--- config.mk ---
export PLATFORM = sky130hd
export DESIGN_NAME = fc_flash_ctrl
export DESIGN_NICKNAME = d
export VERILOG_FILES = /design/src/logic/fc_pkg.sv /design/src/logic/fc_timer_if.sv /design/src/logic/fc_busy_timer.sv /design/src/logic/fc_flash_ctrl.sv
export VERILOG_INCLUDE_DIRS = /design/src /design/src/logic
export SDC_FILE = /design/constraint.sdc
export NUM_CORES = 1
export LEC_CHECK = 0
export BUFFER_PORTS_ARGS = -buffer_cell sky130_fd_sc_hd__clkbuf_2
export CAP_MARGIN = 20
export CORE_MARGIN = 2
export CORE_UTILIZATION = 45
export DETAILED_ROUTE_END_ITERATION = 10
export MAX_ROUTING_LAYER = met4
export PLACE_DENSITY_LB_ADDON = 0.25
export SLEW_MARGIN = 5
export SYNTH_ARGS = -nofsm -noshare
export SYNTH_HDL_FRONTEND = slang
export SYNTH_SLANG_ARGS = --single-unit
--- constraint.sdc ---
create_clock -name clk -period 9.9 [get_ports clk]
set_input_delay 1.485 -clock clk [delete_from_list [all_inputs] [get_ports clk]]
set_output_delay 1.485 -clock clk [all_outputs]
set_load 0.02 [all_outputs]
--- src/logic/fc_defines.svh ---
// constants of the flash protection and download controller
// assumes a 100 MHz core clock and a 16 kB array of 512-byte pages
`ifndef FC_DEFINES_SVH
`define FC_DEFINES_SVH

// ************************************************************
// special function register addresses
// ************************************************************
`define FC_SFR_CMD     8'hB9
`define FC_SFR_KEY     8'hB7
`define FC_SFR_RDPROT  8'hBA
`define FC_SFR_LOCK    8'hBB
`define FC_SFR_DATA    8'hBC
`define FC_SFR_WP0     8'hBD
`define FC_SFR_WP1     8'hBE
`define FC_SFR_ALO     8'hC6
`define FC_SFR_AHI     8'hC7

// ************************************************************
// commands, keys and emulator codes
// ************************************************************
`define FC_CMD_WRITE   8'h01
`define FC_CMD_ERPG    8'h02
`define FC_CMD_ERALL   8'h03
`define FC_CMD_READ    8'h04
`define FC_CMD_PGWR    8'h05
`define FC_CMD_VERIFY  8'h06
`define FC_CMD_PROT    8'h08
`define FC_ACCESS_KEY  8'h3B
`define FC_EMU_LOAD    8'h49
`define FC_EMU_COPY    8'h46
`define FC_ERASED      8'hFF

// ************************************************************
// status codes and protection area
// ************************************************************
`define FC_ST_OK       8'h00
`define FC_ST_REFUSED  8'h01
`define FC_ST_KEYERR   8'h02
`define FC_ST_MISMATCH 8'h04
`define FC_PROT_BASE   14'h3FFA
`define FC_PROT_LAST   3'd5
`define FC_LAST_PAGE   5'd31

// ************************************************************
// timing
// ************************************************************
`define FC_CLK_NS      10
`define FC_T_WRITE_NS  30000
`define FC_T_PAGE_NS   20000000
`define FC_T_ALL_NS    200000000
`define FC_T_PGWR_NS   21000000
`define FC_T_READ_NS   100
`define FC_CYC(ns)     (((ns) + `FC_CLK_NS - 1) / `FC_CLK_NS)
`define FC_TMR_W       25

`endif

--- src/logic/fc_pkg.sv ---
// types shared by the flash controller and its busy timer
// assumes fc_defines.svh is on the include path
package fc_pkg;
`include "fc_defines.svh"

    // controller states, one-hot
    typedef enum logic [4:0] {
        S_BOOT = 5'b00001,
        S_LOAD = 5'b00010,
        S_IDLE = 5'b00100,
        S_RUN  = 5'b01000,
        S_PROG = 5'b10000
    } fc_state_e;

    // whole state of the controller
    typedef struct packed {
        fc_state_e             st;
        logic [2:0]            idx;
        logic                  sync1;
        logic                  sync2;
        logic                  dl;
        logic [7:0]            scratch;
        logic [7:0]            stat;
        logic [7:0]            key;
        logic [7:0]            lock;
        logic [7:0]            rp;
        logic [7:0]            b0;
        logic [7:0]            b1;
        logic [7:0]            ahi;
        logic [7:0]            alo;
        logic [7:0]            data;
        logic [7:0]            cmd;
        logic [7:0]            rdata;
        logic [7:0]            wdata;
        logic [5:0][7:0]       stored;
        logic [5:0][7:0]       act;
        logic [13:0]           addr;
        logic                  stall;
        logic                  rd;
        logic                  wr;
        logic                  epg;
        logic                  eall;
        logic                  tstart;
        logic [`FC_TMR_W-1:0]  tlen;
    } fc_ctl_s;

    // state of the busy timer
    typedef struct packed {
        logic [`FC_TMR_W-1:0]  cnt;
        logic                  done;
    } fc_tmr_s;

endpackage

--- src/logic/fc_timer_if.sv ---
// start and done signals between the controller and its busy timer
// assumes both ends run on the same clock
`timescale 1ns/1ps
`include "fc_defines.svh"
interface fc_timer_if;
    logic                  start;
    logic [`FC_TMR_W-1:0]  len;
    logic                  done;

    modport ctl (output start, output len, input done);
    modport tmr (input start, input len, output done);
endinterface

--- src/logic/fc_busy_timer.sv ---
// busy timer: counts the duration of one flash operation
// assumes start is a one-cycle pulse and len is at least one
`timescale 1ns/1ps
`include "fc_defines.svh"
module fc_busy_timer
    import fc_pkg::*;
(
    // clock and reset
    input  wire logic  clk,
    input  wire logic  sys_rst,
    // link to the controller
    fc_timer_if.tmr    t
);

    fc_tmr_s s_ff;
    fc_tmr_s nxt_s;

    // ************************************************************
    // countdown
    // ************************************************************
    // load on start, pulse done as the count runs out
    always_comb begin
        nxt_s      = s_ff;
        nxt_s.done = 1'b0;
        if (t.start) begin
            nxt_s.cnt = t.len;
        end else if (s_ff.cnt != '0) begin
            nxt_s.cnt  = s_ff.cnt - 1'b1;
            nxt_s.done = (s_ff.cnt == `FC_TMR_W'(1));
        end
    end

    // state register
    always_ff @(posedge clk or posedge sys_rst) begin
        if (sys_rst) begin
            s_ff <= '0;
        end else begin
            s_ff <= nxt_s;
        end
    end

    assign t.done = s_ff.done;

endmodule

--- src/logic/fc_flash_ctrl.sv ---
// flash command sequencer with page protection and download-mode
// emulator register writes
// assumes an asynchronous-read array on arr_addr and a core that
// stops fetching while core_stall is high
`timescale 1ns/1ps
`include "fc_defines.svh"

// Overview of operation
// emulator load code puts data in scratch
// emulator copy code writes scratch to register
// emulator codes honoured only in download mode
// host loads scratch first, then copies it
// erased protection bytes mean nothing protected
// protection enforced only if last page protected
// new protection active only after a reset
// after reset only mass erase clears protection
// protection bits only ever go one to zero
// protection bytes stay readable, rest of page hidden
// write 30 us, page 20 ms, all 200 ms
// read or verify 100 ns, page-and-write 21 ms
// core held until flash operation finishes
// no interrupt service while held; timers run
// command register write starts the operation
// low download pin at reset enters download mode
// download kernel may write anywhere in array; the code still refuses writes to write-protected pages
// download mode refuses reads of read-protected pages
// download mode refuses writes to write-protected pages
// one write-protect bit for each of 32 pages
// zero bit protects, erased one leaves open
// command 08h programs the staged protection bytes
// access key 3Bh before each command, fixed
// refused command changes nothing, still releases core
module fc_flash_ctrl
    import fc_pkg::*;
#(
    parameter int unsigned P_PAGE_CYC = `FC_CYC(`FC_T_PAGE_NS),
    parameter int unsigned P_ALL_CYC  = `FC_CYC(`FC_T_ALL_NS),
    parameter int unsigned P_PGWR_CYC = `FC_CYC(`FC_T_PGWR_NS)
)(
    // clock and reset
    input  wire logic         clk,
    input  wire logic         sys_rst,
    // board pin
    input  wire logic         download_enable_pin_n,
    // core register port
    input  wire logic         sfr_wr,
    input  wire logic [7:0]   sfr_waddr,
    input  wire logic [7:0]   sfr_wdata,
    input  wire logic [7:0]   sfr_raddr,
    output logic      [7:0]   sfr_rdata,
    // download kernel emulator commands
    input  wire logic         emu_valid,
    input  wire logic [7:0]   emu_code,
    input  wire logic [7:0]   emu_data,
    // core side status
    output logic      [7:0]   scratch_working_reg,
    output logic              core_stall,
    output logic              download_mode,
    // flash array
    output logic              arr_rd,
    output logic              arr_wr,
    output logic              arr_erase_page,
    output logic              arr_erase_all,
    output logic      [13:0]  arr_addr,
    output logic      [7:0]   arr_wdata,
    input  wire logic [7:0]   arr_rdata
);

    localparam logic [`FC_TMR_W-1:0] WR_CYC = `FC_TMR_W'(`FC_CYC(`FC_T_WRITE_NS));
    localparam logic [`FC_TMR_W-1:0] RD_CYC = `FC_TMR_W'(`FC_CYC(`FC_T_READ_NS));

    fc_ctl_s     s;
    fc_ctl_s     nxt_s;
    fc_timer_if  tif ();
    logic        emu_copy;
    logic        we;
    logic [7:0]  wa;
    logic [7:0]  wd;
    logic [13:0] ca;
    logic        bad;

    // ************************************************************
    // protection decode
    // ************************************************************
    // scheme is live only when the last page is write protected
    function automatic logic scheme_on(input logic [5:0][7:0] a);
        return !a[5][7];
    endfunction

    // write/erase lock of one page, one bit per page
    function automatic logic wp_page(input logic [5:0][7:0] a, input logic [4:0] pg);
        logic [31:0] w;
        w = {a[5], a[4], a[3], a[2]};
        return scheme_on(a) && !w[pg];
    endfunction

    // read lock; protection bytes themselves stay readable
    function automatic logic rd_blk(input logic [5:0][7:0] a, input logic [13:0] adr);
        return scheme_on(a) && !a[1][adr[13:11]] && (adr < `FC_PROT_BASE);
    endfunction

    // position of a protection byte within the stored copy
    function automatic logic [2:0] pidx(input logic [13:0] adr);
        return adr[2:0] - 3'd2;
    endfunction

    // busy time of each array command
    function automatic logic [`FC_TMR_W-1:0] cmd_len(input logic [7:0] c);
        unique case (c)
            `FC_CMD_WRITE: return WR_CYC;
            `FC_CMD_ERPG:  return `FC_TMR_W'(P_PAGE_CYC);
            `FC_CMD_ERALL: return `FC_TMR_W'(P_ALL_CYC);
            `FC_CMD_PGWR:  return `FC_TMR_W'(P_PGWR_CYC);
            default:       return RD_CYC;
        endcase
    endfunction

    // ************************************************************
    // write source selection
    // ************************************************************
    // emulator copy stands in for a core write in download mode
    assign emu_copy = s.dl && emu_valid && (emu_code == `FC_EMU_COPY);
    assign we       = emu_copy || sfr_wr;
    assign wa       = emu_copy ? emu_data : sfr_waddr;
    assign wd       = emu_copy ? s.scratch : sfr_wdata;
    assign ca       = {s.ahi[5:0], s.alo};

    // ************************************************************
    // sequencer
    // ************************************************************
    always_comb begin
        nxt_s        = s;
        bad          = 1'b0;
        nxt_s.sync1  = download_enable_pin_n;
        nxt_s.sync2  = s.sync1;
        nxt_s.rd     = 1'b0;
        nxt_s.wr     = 1'b0;
        nxt_s.epg    = 1'b0;
        nxt_s.eall   = 1'b0;
        nxt_s.tstart = 1'b0;
        // emulator load of the scratch register
        if (s.dl && emu_valid && emu_code == `FC_EMU_LOAD) begin
            nxt_s.scratch = emu_data;
        end
        unique case (s.st)
            // fetch the stored protection bytes after reset
            S_BOOT: begin
                nxt_s.addr = `FC_PROT_BASE + 14'(s.idx);
                nxt_s.rd   = 1'b1;
                nxt_s.st   = S_LOAD;
            end
            S_LOAD: begin
                nxt_s.stored[s.idx] = arr_rdata;
                if (s.idx == `FC_PROT_LAST) begin
                    nxt_s.act = nxt_s.stored;
                    nxt_s.dl  = !s.sync2;
                    nxt_s.idx = 3'd0;
                    nxt_s.st  = S_IDLE;
                end else begin
                    nxt_s.idx = s.idx + 3'd1;
                    nxt_s.st  = S_BOOT;
                end
            end
            // register writes and command start
            S_IDLE: begin
                if (we) begin
                    unique case (wa)
                        `FC_SFR_KEY:    nxt_s.key  = wd;
                        `FC_SFR_LOCK:   nxt_s.lock = wd;
                        `FC_SFR_RDPROT: nxt_s.rp   = wd;
                        `FC_SFR_DATA:   nxt_s.data = wd;
                        `FC_SFR_WP0:    nxt_s.b0   = wd;
                        `FC_SFR_WP1:    nxt_s.b1   = wd;
                        `FC_SFR_ALO:    nxt_s.alo  = wd;
                        `FC_SFR_AHI:    nxt_s.ahi  = wd;
                        `FC_SFR_CMD: begin
                            nxt_s.key = 8'h00;
                            nxt_s.cmd = wd;
                            if (s.key != `FC_ACCESS_KEY) begin
                                nxt_s.stat = `FC_ST_KEYERR;
                            end else if (wd == `FC_CMD_PROT) begin
                                if (s.stored[0] != `FC_ERASED && s.lock != s.stored[0]) begin
                                    nxt_s.stat = `FC_ST_REFUSED;
                                end else begin
                                    // merge: bits can only be cleared
                                    nxt_s.stored[0] = (s.stored[0] == `FC_ERASED) ? s.lock : s.stored[0];
                                    nxt_s.stored[1] = s.stored[1] & s.rp;
                                    nxt_s.stored[2] = s.stored[2] & s.b0;
                                    nxt_s.stored[3] = s.stored[3] & s.b1;
                                    nxt_s.stored[4] = s.stored[4] & s.alo;
                                    nxt_s.stored[5] = s.stored[5] & s.ahi;
                                    nxt_s.stat   = `FC_ST_OK;
                                    nxt_s.idx    = 3'd0;
                                    nxt_s.addr   = `FC_PROT_BASE;
                                    nxt_s.wdata  = nxt_s.stored[0];
                                    nxt_s.wr     = 1'b1;
                                    nxt_s.tstart = 1'b1;
                                    nxt_s.tlen   = WR_CYC;
                                    nxt_s.st     = S_PROG;
                                end
                            end else if (wd >= `FC_CMD_WRITE && wd <= `FC_CMD_VERIFY) begin
                                if (wd == `FC_CMD_READ || wd == `FC_CMD_VERIFY) begin
                                    bad = rd_blk(s.act, ca);
                                end else if (wd != `FC_CMD_ERALL) begin
                                    bad = wp_page(s.act, ca[13:9]);
                                end
                                nxt_s.st     = S_RUN;
                                nxt_s.addr   = ca;
                                nxt_s.wdata  = s.data;
                                nxt_s.tstart = 1'b1;
                                nxt_s.tlen   = bad ? `FC_TMR_W'(1) : cmd_len(wd);
                                nxt_s.stat   = bad ? `FC_ST_REFUSED : `FC_ST_OK;
                                if (!bad) begin
                                    nxt_s.wr   = (wd == `FC_CMD_WRITE) || (wd == `FC_CMD_PGWR);
                                    nxt_s.epg  = (wd == `FC_CMD_ERPG) || (wd == `FC_CMD_PGWR);
                                    nxt_s.eall = (wd == `FC_CMD_ERALL);
                                    nxt_s.rd   = (wd == `FC_CMD_READ) || (wd == `FC_CMD_VERIFY);
                                    // keep the stored copy in step with the array
                                    if (nxt_s.eall || (nxt_s.epg && ca[13:9] == `FC_LAST_PAGE)) begin
                                        nxt_s.stored = '1;
                                    end
                                    if (nxt_s.wr && ca >= `FC_PROT_BASE) begin
                                        nxt_s.stored[pidx(ca)] = nxt_s.stored[pidx(ca)] & s.data;
                                    end
                                end
                            end else begin
                                nxt_s.stat = `FC_ST_REFUSED;
                            end
                        end
                        default: ;
                    endcase
                end
            end
            // array operation under way
            S_RUN: begin
                if (tif.done) begin
                    nxt_s.st = S_IDLE;
                    if (s.stat == `FC_ST_OK && s.cmd == `FC_CMD_READ) begin
                        nxt_s.data = arr_rdata;
                    end
                    if (s.stat == `FC_ST_OK && s.cmd == `FC_CMD_VERIFY && arr_rdata != s.data) begin
                        nxt_s.stat = `FC_ST_MISMATCH;
                    end
                end
            end
            // programming the six protection bytes in turn
            S_PROG: begin
                if (tif.done) begin
                    if (s.idx == `FC_PROT_LAST) begin
                        nxt_s.st = S_IDLE;
                    end else begin
                        nxt_s.idx    = s.idx + 3'd1;
                        nxt_s.addr   = s.addr + 14'd1;
                        nxt_s.wdata  = s.stored[nxt_s.idx];
                        nxt_s.wr     = 1'b1;
                        nxt_s.tstart = 1'b1;
                        nxt_s.tlen   = WR_CYC;
                    end
                end
            end
            default: nxt_s.st = S_IDLE;
        endcase
        // core and its interrupts wait while the array is busy
        nxt_s.stall = (nxt_s.st != S_IDLE);
        // register read mux
        unique case (sfr_raddr)
            `FC_SFR_CMD:    nxt_s.rdata = s.stat;
            `FC_SFR_DATA:   nxt_s.rdata = s.data;
            `FC_SFR_AHI:    nxt_s.rdata = s.ahi;
            `FC_SFR_ALO:    nxt_s.rdata = s.alo;
            `FC_SFR_RDPROT: nxt_s.rdata = s.rp;
            `FC_SFR_WP0:    nxt_s.rdata = s.b0;
            `FC_SFR_WP1:    nxt_s.rdata = s.b1;
            default:        nxt_s.rdata = 8'h00;
        endcase
    end

    // state register; erased protection out of reset
    always_ff @(posedge clk or posedge sys_rst) begin
        if (sys_rst) begin
            s        <= '0;
            s.st     <= S_BOOT;
            s.stored <= '1;
            s.act    <= '1;
            s.stall  <= 1'b1;
            s.lock   <= `FC_ERASED; // an unwritten lock key stays erased
            s.sync1  <= 1'b1;
            s.sync2  <= 1'b1;
        end else begin
            s <= nxt_s;
        end
    end

    // ************************************************************
    // timer and outputs
    // ************************************************************
    assign tif.start = s.tstart;
    assign tif.len   = s.tlen;

    fc_busy_timer u_tmr (
        .clk     (clk),
        .sys_rst (sys_rst),
        .t       (tif.tmr)
    );

    assign sfr_rdata           = s.rdata;
    assign scratch_working_reg = s.scratch;
    assign core_stall          = s.stall;
    assign download_mode       = s.dl;
    assign arr_rd              = s.rd;
    assign arr_wr              = s.wr;
    assign arr_erase_page      = s.epg;
    assign arr_erase_all       = s.eall;
    assign arr_addr            = s.addr;
    assign arr_wdata           = s.wdata;
endmodule

# Word-level counts from Yosys, hierarchy flattened
# Index checks and enable logic that the tools add are counted.
word_totals:
  ff_bits: 274
  inputBits: 53
  out_inout_bits: 44
op_classes:
  addsub: 5
  n_lt_le_gt_ge: 11
  eq_ne: 56
  muxes: 115
  n_bitwise: 6
  reduce_logical: 48
ops:
  columns: ["operator", "count"]
  rows:
  - ["two-way mux 48 bit", 10]
  - ["two-way mux 56 bit", 6]
  - ["two-way mux 8 bit", 27]
  - ["equality test 8 bit (second input constant)", 17]
  - ["two-way mux 26 bit", 5]
  - ["two-way mux 30 bit", 4]
  - ["two-way mux 14 bit", 8]
  - ["one-hot mux 25 bit (4 select lines)", 1]
  - ["bitwise mux 48 bit", 2]
  - ["one-hot mux 48 bit (2 select lines)", 1]
  - ["two-way mux 80 bit", 1]
  - ["one-hot mux 8 bit (2 select lines)", 4]
  - ["one-hot mux 8 bit (7 select lines)", 1]
  - ["one-hot mux 26 bit (2 select lines)", 1]
  - ["two-way mux 25 bit", 2]
  - ["bitwise AND 8 bit", 6]
  - ["binary-select mux 8 bit (select 3 bit)", 2]
  - ["demux 8 bit (select 3 bit)", 2]
  - ["one-hot mux 14 bit (3 select lines)", 1]
  - ["equality test 8 x 3 -> 1 bit (second input constant)", 5]
  - ["equality test 25 x 1 -> 1 bit (second input constant)", 1]
  - ["one-hot mux 5 bit (5 select lines)", 1]
  - ["nonzero test 25 bit", 1]
  - ["subtractor 25 x 1 -> 25 bit (second input constant)", 1]
  - ["50 further kinds", 131]

# Longest topological paths before layout
depth:
  depth_word: 31
  ltp_mapped: 12

# Modules after synthesis
# Synthesis repeated with hierarchy kept, for this count alone.
hier_totals:
  cells_unflattened: 1778
  area_unflattened_um2: 15994.1
by_module_without_submodules:
  columns: ["module", "instances", "cells_per_inst", "area_each_um2", "seq_area_each_um2"]
  rows:
  - ["fc_flash_ctrl", 1, 1618, 14516.4, 5855.6]
  - ["fc_busy_timer", 1, 160, 1477.7, 650.6]

# Worst setup path after synthesis
# No wires, ideal clock.
synth_timing:
  path_kind: "in2reg"
  start: "in emu_code[5]"
  end: "reg s (netlist bit tif.len[11])"
  setup_ns: 0.136
  arrival_time_ns: 3.645
  slack_ns: 6.118
  path_stages: 10
  cell_sequence: "nor4b_4 and3_1 buf_2 mux2i_1 nand2_1 a21o_1 nand3_1 clkbuf_1 clkbuf_1 o21ai_0"
synth_via:
  elab_chain_len: 19
  word_cells_on_any_way: 39
  cone_classes: "order compare: 2; eq/ne: 14; mux: 18; reduce/logical: 5"
synth_rtl:
  columns: ["item", "line_no", "rtl"]
  rows:
  - ["from (decl)", "fc_flash_ctrl.sv:53", "input wire logic [7:0] emu_code,"]
  - ["equality test 8 x 7 -> 1 bit (no line) (*)", null, null]
  - ["logical AND 1 bit (*)", "fc_flash_ctrl.sv:122", "assign emu_copy = s.dl && emu_valid && (emu_code == `FC_EMU_COPY);"]
  - ["two-way mux 8 bit", "fc_flash_ctrl.sv:125", "assign wd = emu_copy ? s.scratch : sfr_wdata;"]
  - ["inequality test 8 x 2 -> 1 bit (no line) or equality test 8 x 3 -> 1 bit (tied branches)", null, null]
  - ["two-way mux 1 bit or logical OR 1 bit (tied branches)", null, null]
  - ["two-way mux 1 bit", "fc_flash_ctrl.sv:202", "if (wd == `FC_CMD_READ || wd == `FC_CMD_VERIFY) begin"]
  - ["two-way mux 1 bit", "fc_flash_ctrl.sv:201", "end else if (wd >= `FC_CMD_WRITE && wd <= `FC_CMD_VERIFY) begin"]
  - ["two-way mux 1 bit", "fc_flash_ctrl.sv:181", "end else if (wd == `FC_CMD_PROT) begin"]
  - ["(+3 left out)", null, null]
  - ["two-way mux 1 bit", "fc_flash_ctrl.sv:145", "unique case (s.st)"]
  - ["two-way mux 25 bit", "fc_flash_ctrl.sv:211", "nxt_s.tlen = bad ? `FC_TMR_W'(1) : cmd_len(wd);"]
  - ["two-way mux 30 bit", "fc_flash_ctrl.sv:201", null]
  - ["two-way mux 26 bit", "fc_flash_ctrl.sv:181", null]
  - ["two-way mux 30 bit", "fc_flash_ctrl.sv:179", "if (s.key != `FC_ACCESS_KEY) begin"]
  - ["two-way mux 30 bit", "fc_flash_ctrl.sv:167", "unique case (wa)"]
  - ["two-way mux 30 bit", "fc_flash_ctrl.sv:166", "if (we) begin"]
  - ["one-hot mux 26 bit (2 select lines)", "fc_flash_ctrl.sv:145", null]
  - ["to (signal assigned)", "fc_flash_ctrl.sv:290", "s <= nxt_s;"]
  - ["to (decl)", "fc_flash_ctrl.sv:72", "fc_ctl_s s;"]
# Every way passes the cells marked *; elsewhere a longest branch is shown, timed or not. The select of a mux whose other input is x is not followed.
# A chain may end at the register's enable or synchronous reset.

# Final worst setup path
layout_timing:
  start: "in emu_code[5]"
  end: "reg s[123] (netlist bit)"
layout_via:
  elab_chain_len: 27
  word_cells_on_any_way: 57
  cone_classes: "order compare: 2; eq/ne: 15; mux: 29; bitwise: 1; reduce/logical: 10"
layout_rtl:
  columns: ["item", "line_no", "rtl"]
  rows:
  - ["equality test 8 x 7 -> 1 bit (no line) (*)", null, null]
  - ["logical AND 1 bit (*)", "fc_flash_ctrl.sv:122", null]
  - ["two-way mux 8 bit", "fc_flash_ctrl.sv:125", null]
  - ["equality test 8 x 2 -> 1 bit or equality test 8 x 3 -> 1 bit (tied branches)", null, null]
  - ["logical OR 1 bit", "fc_flash_ctrl.sv:215", "nxt_s.epg = (wd == `FC_CMD_ERPG) || (wd == `FC_CMD_PGWR);"]
  - ["logical AND 1 bit (no line)", null, null]
  - ["logical OR 1 bit", "fc_flash_ctrl.sv:219", "if (nxt_s.eall || (nxt_s.epg && ca[13:9] == `FC_LAST_PAGE)) begin"]
  - ["two-way mux 48 bit", "fc_flash_ctrl.sv:219", null]
  - ["(+11 left out)", null, null]
  - ["two-way mux 48 bit", "fc_flash_ctrl.sv:222", "if (nxt_s.wr && ca >= `FC_PROT_BASE) begin"]
  - ["two-way mux 48 bit", "fc_flash_ctrl.sv:213", "if (!bad) begin"]
  - ["two-way mux 56 bit", "fc_flash_ctrl.sv:201", null]
  - ["two-way mux 56 bit", "fc_flash_ctrl.sv:181", null]
  - ["two-way mux 56 bit", "fc_flash_ctrl.sv:179", null]
  - ["two-way mux 56 bit", "fc_flash_ctrl.sv:167", null]
  - ["two-way mux 56 bit", "fc_flash_ctrl.sv:166", null]
  - ["one-hot mux 48 bit (2 select lines)", "fc_flash_ctrl.sv:145", null]
# Marks and branches as above.

==> impl_metrics.toml <==
[status]
outcome = "finished, final reports clean"

[pwr]
switchingPower_mw = 0.5995
p_per_area_mw_per_mm2 = 136.8
power.internal_mw = 1.794
p_sw_frac = 0.2505
clkPwrFrac = 0.476
cellLeakagePower_nw = 7.349
power_frac_seq = 0.459
power_frac_comb = 0.066
ir_worst_vdd_uv = 163.7

[worst_setup_path]
critPathSlowestCell = "mux2_2"
cpLargestDelayFamily = "simple AND/OR/NAND/NOR gates"
start_kind = "input pin"
worst_ep_required_time_ps = 10380
path_cells = "clkbuf_2, nor4b_4, and3_1, buf_4, mux2_2, nor2_1, nor3_1, buf_2, and3_1, a31oi_1"
arrival_ps = 5010
cpPeakStageDelay_ps = 810
cp-end-kind = "flop"
crit_fanout = 41
path_common_cell = "and3_1"
ff2ff_setup_slack_ps = 5770
worst-setup-path-type = "in -> reg"
path_buf_inv = 3

[final_layout]
layout.nets = 1841
drive_above_1_share = 0.2051
final_cell_mix = "nor2_1, nand2_1, o21ai_0"
layout_commonest_cell = "nor2_1"
final_area_mm2 = 0.01749
top_register = "s"
top_regs = "s: 158 flops, u_tmr.s_ff: 25 flops"
final_util = 0.5039
largest_reg_flops = 158
syn_to_final_growth_pct = 9.682

[grt]
grt_max_degree = 109
grt_usage = 0.3230
grt_pass1_wl_mm = 87.13
antenna_found_initial = 1
grt_overflow_total = 0
grt_pass1_vias = 13620

[timing]
hold_viol = 0
maxSlewViolCount = 0
worstMarginPinSlew_ps = 952.2
timing.slew.headroom = 0.3470
fin_skew_ps = 20.72
grt_setup_unrepaired = "no"
tns_ps = 0
fmax_mhz = 221.0
finalCritPeriodShare = 0.4570
fin_crit_ps = 4524
finalSetupViolations = 0

[clocking]
hold_buffers = 0
clockRootBuffer = "clkbuf_16"
cts_buffers = 30
clock_path_buffers = 3
clkTransAtPathRegs_ps = 60
worstSkewPairLatency_ps = 580
clock_sinks = 255
htree_levels = 1
post_cts_buffers = 0
cts_tree = "yes"
cts-resized-gates = 0

[routing]
drt-initial-drc-count = 1417
postRouteAntennaNets = 0
remaining_drc_errors = 0
via_per_inst = 6.400
wirelength_mm = 57.34
vias = 14430
wl_per_cell_um = 25.43
first_pass_iters = 6

[min_path]
hold_path.class = "reg -> reg"

[placed_design]
gp_congestion = 0.9806
dpl.hpwl_mm = 41.11
placed_cell_area_mm2 = 0.01645
port_buffers = 96

[die]
io_pins = 97
core_area_mm2 = 0.03471
die-area_mm2 = 0.03696
die_y_um = 192.3
die_w_um = 192.3
start_util = 0.4594
core.rowCount = 68

[synthesis]
ys_seq_area_frac = 0.4080
synthDistinctLibCells = 93
synth_area_mm2 = 0.01595
yosysWarnings = 0
synth_edf_count = 0
ys.flop_type = "dfrtp_1"
synth-async-reset-ratio = 1.000
mappedNetlistNets = 1837
yosys_register_bits = 255
netlist_instances = 1771
syn_area_per_cell_um2 = 9.005

[run]
max-cap-violations = 0
Yosys cell counts (all sizes together), types with 8 or more instances:
library cell	instances	area share
a211oi	14	0.0075
a21o	12	0.0056
a21oi	147	0.050
a221oi	22	0.013
a22oi	10	0.0050
a31oi	39	0.015
and2	17	0.0067
and3	32	0.013
buf	76	0.032
clkbuf	80	0.019
dfrtp	155	0.24
dfstp	100	0.16
ha	13	0.010
inv	26	0.0061
mux2	22	0.016
mux2i	83	0.052
mux4	22	0.031
nand2	197	0.047
nand2b	14	0.0055
nand3	27	0.0088
nand3b	9	0.0042
nand4	18	0.0071
nor2	210	0.050
nor2b	16	0.0063
nor3	21	0.0069
nor4	25	0.011
o211ai	17	0.0080
o21ai	158	0.050
o22ai	15	0.0067
o311a	8	0.0050
o32ai	12	0.0066
or3	8	0.0035
xnor2	23	0.013
xor2	18	0.0099
final cells by class:
type / count / area [µm²]
Antenna cell: 1 / 2.502
Clock buffer: 47 / 905.9
Clock inverter: 9 / 101.3
Fill cell: 3280 / 17220
Inverter: 26 / 105.1
Multi-Input combinational cell: 1334 / 8568
Sequential cell: 255 / 6506
Tap cell: 455 / 569.3
Timing Repair Buffer: 128 / 733.2
metrics by stage:
step	cells	hold WS, ps	setup slack (ps)	total power [mW]
after floorplan	1771	345.2	1567	1.191
after global placement	2190	380.5	4604	1.266
after detailed placement	2194	374.6	4628	1.268
after CTS	2250	401.8	5218	2.402
after global routing	2255	395.0	5258	2.469
final	2255	380.2	5376	2.393
final timing paths:
kind,endpoint,depth (start not counted),from
min in group asynchronous,arr_rd,2,sys_rst
worst max-delay path,s[123],10,emu_code[5]
worst min-delay path,s[246],0,nxt_s[246]
worst min register to register,s[246],0,nxt_s[246]
max in group asynchronous,ca[11],3,sys_rst
worst max register to register,s[102],8,ca[11]
metal layers:
metal | vias to the layer above | global-route usage | share of wire
met5 | - | - | 0
met4 | 0 | 0.1145 | 0.037
met3 | 117 | 0.06074 | 0.086
met2 | 696 | 0.4714 | 0.44
met1 | 7163 | 0.4495 | 0.44
li1 | 6457 | - | -
cell families after synthesis:
group,count (synthesis),share of synthesized area
simple gates,638,0.1957
compound gates,515,0.2083
flops,255,0.4080
buf+inv,182,0.05657
mux,127,0.09870
xor+xnor,41,0.02252
fa+ha+maj,13,0.01020
power by group through the flow:
stage / Combinational (mW) / Clock, mW / Sequential [mW]
after floorplan: 0.0962 / 0 / 1.10
after global placement: 0.154 / 0 / 1.11
after detailed placement: 0.155 / 0 / 1.11
after CTS: 0.156 / 1.15 / 1.10
after global routing: 0.172 / 1.20 / 1.10
final: 0.157 / 1.14 / 1.10
Power figures use the tool's default switching activity.
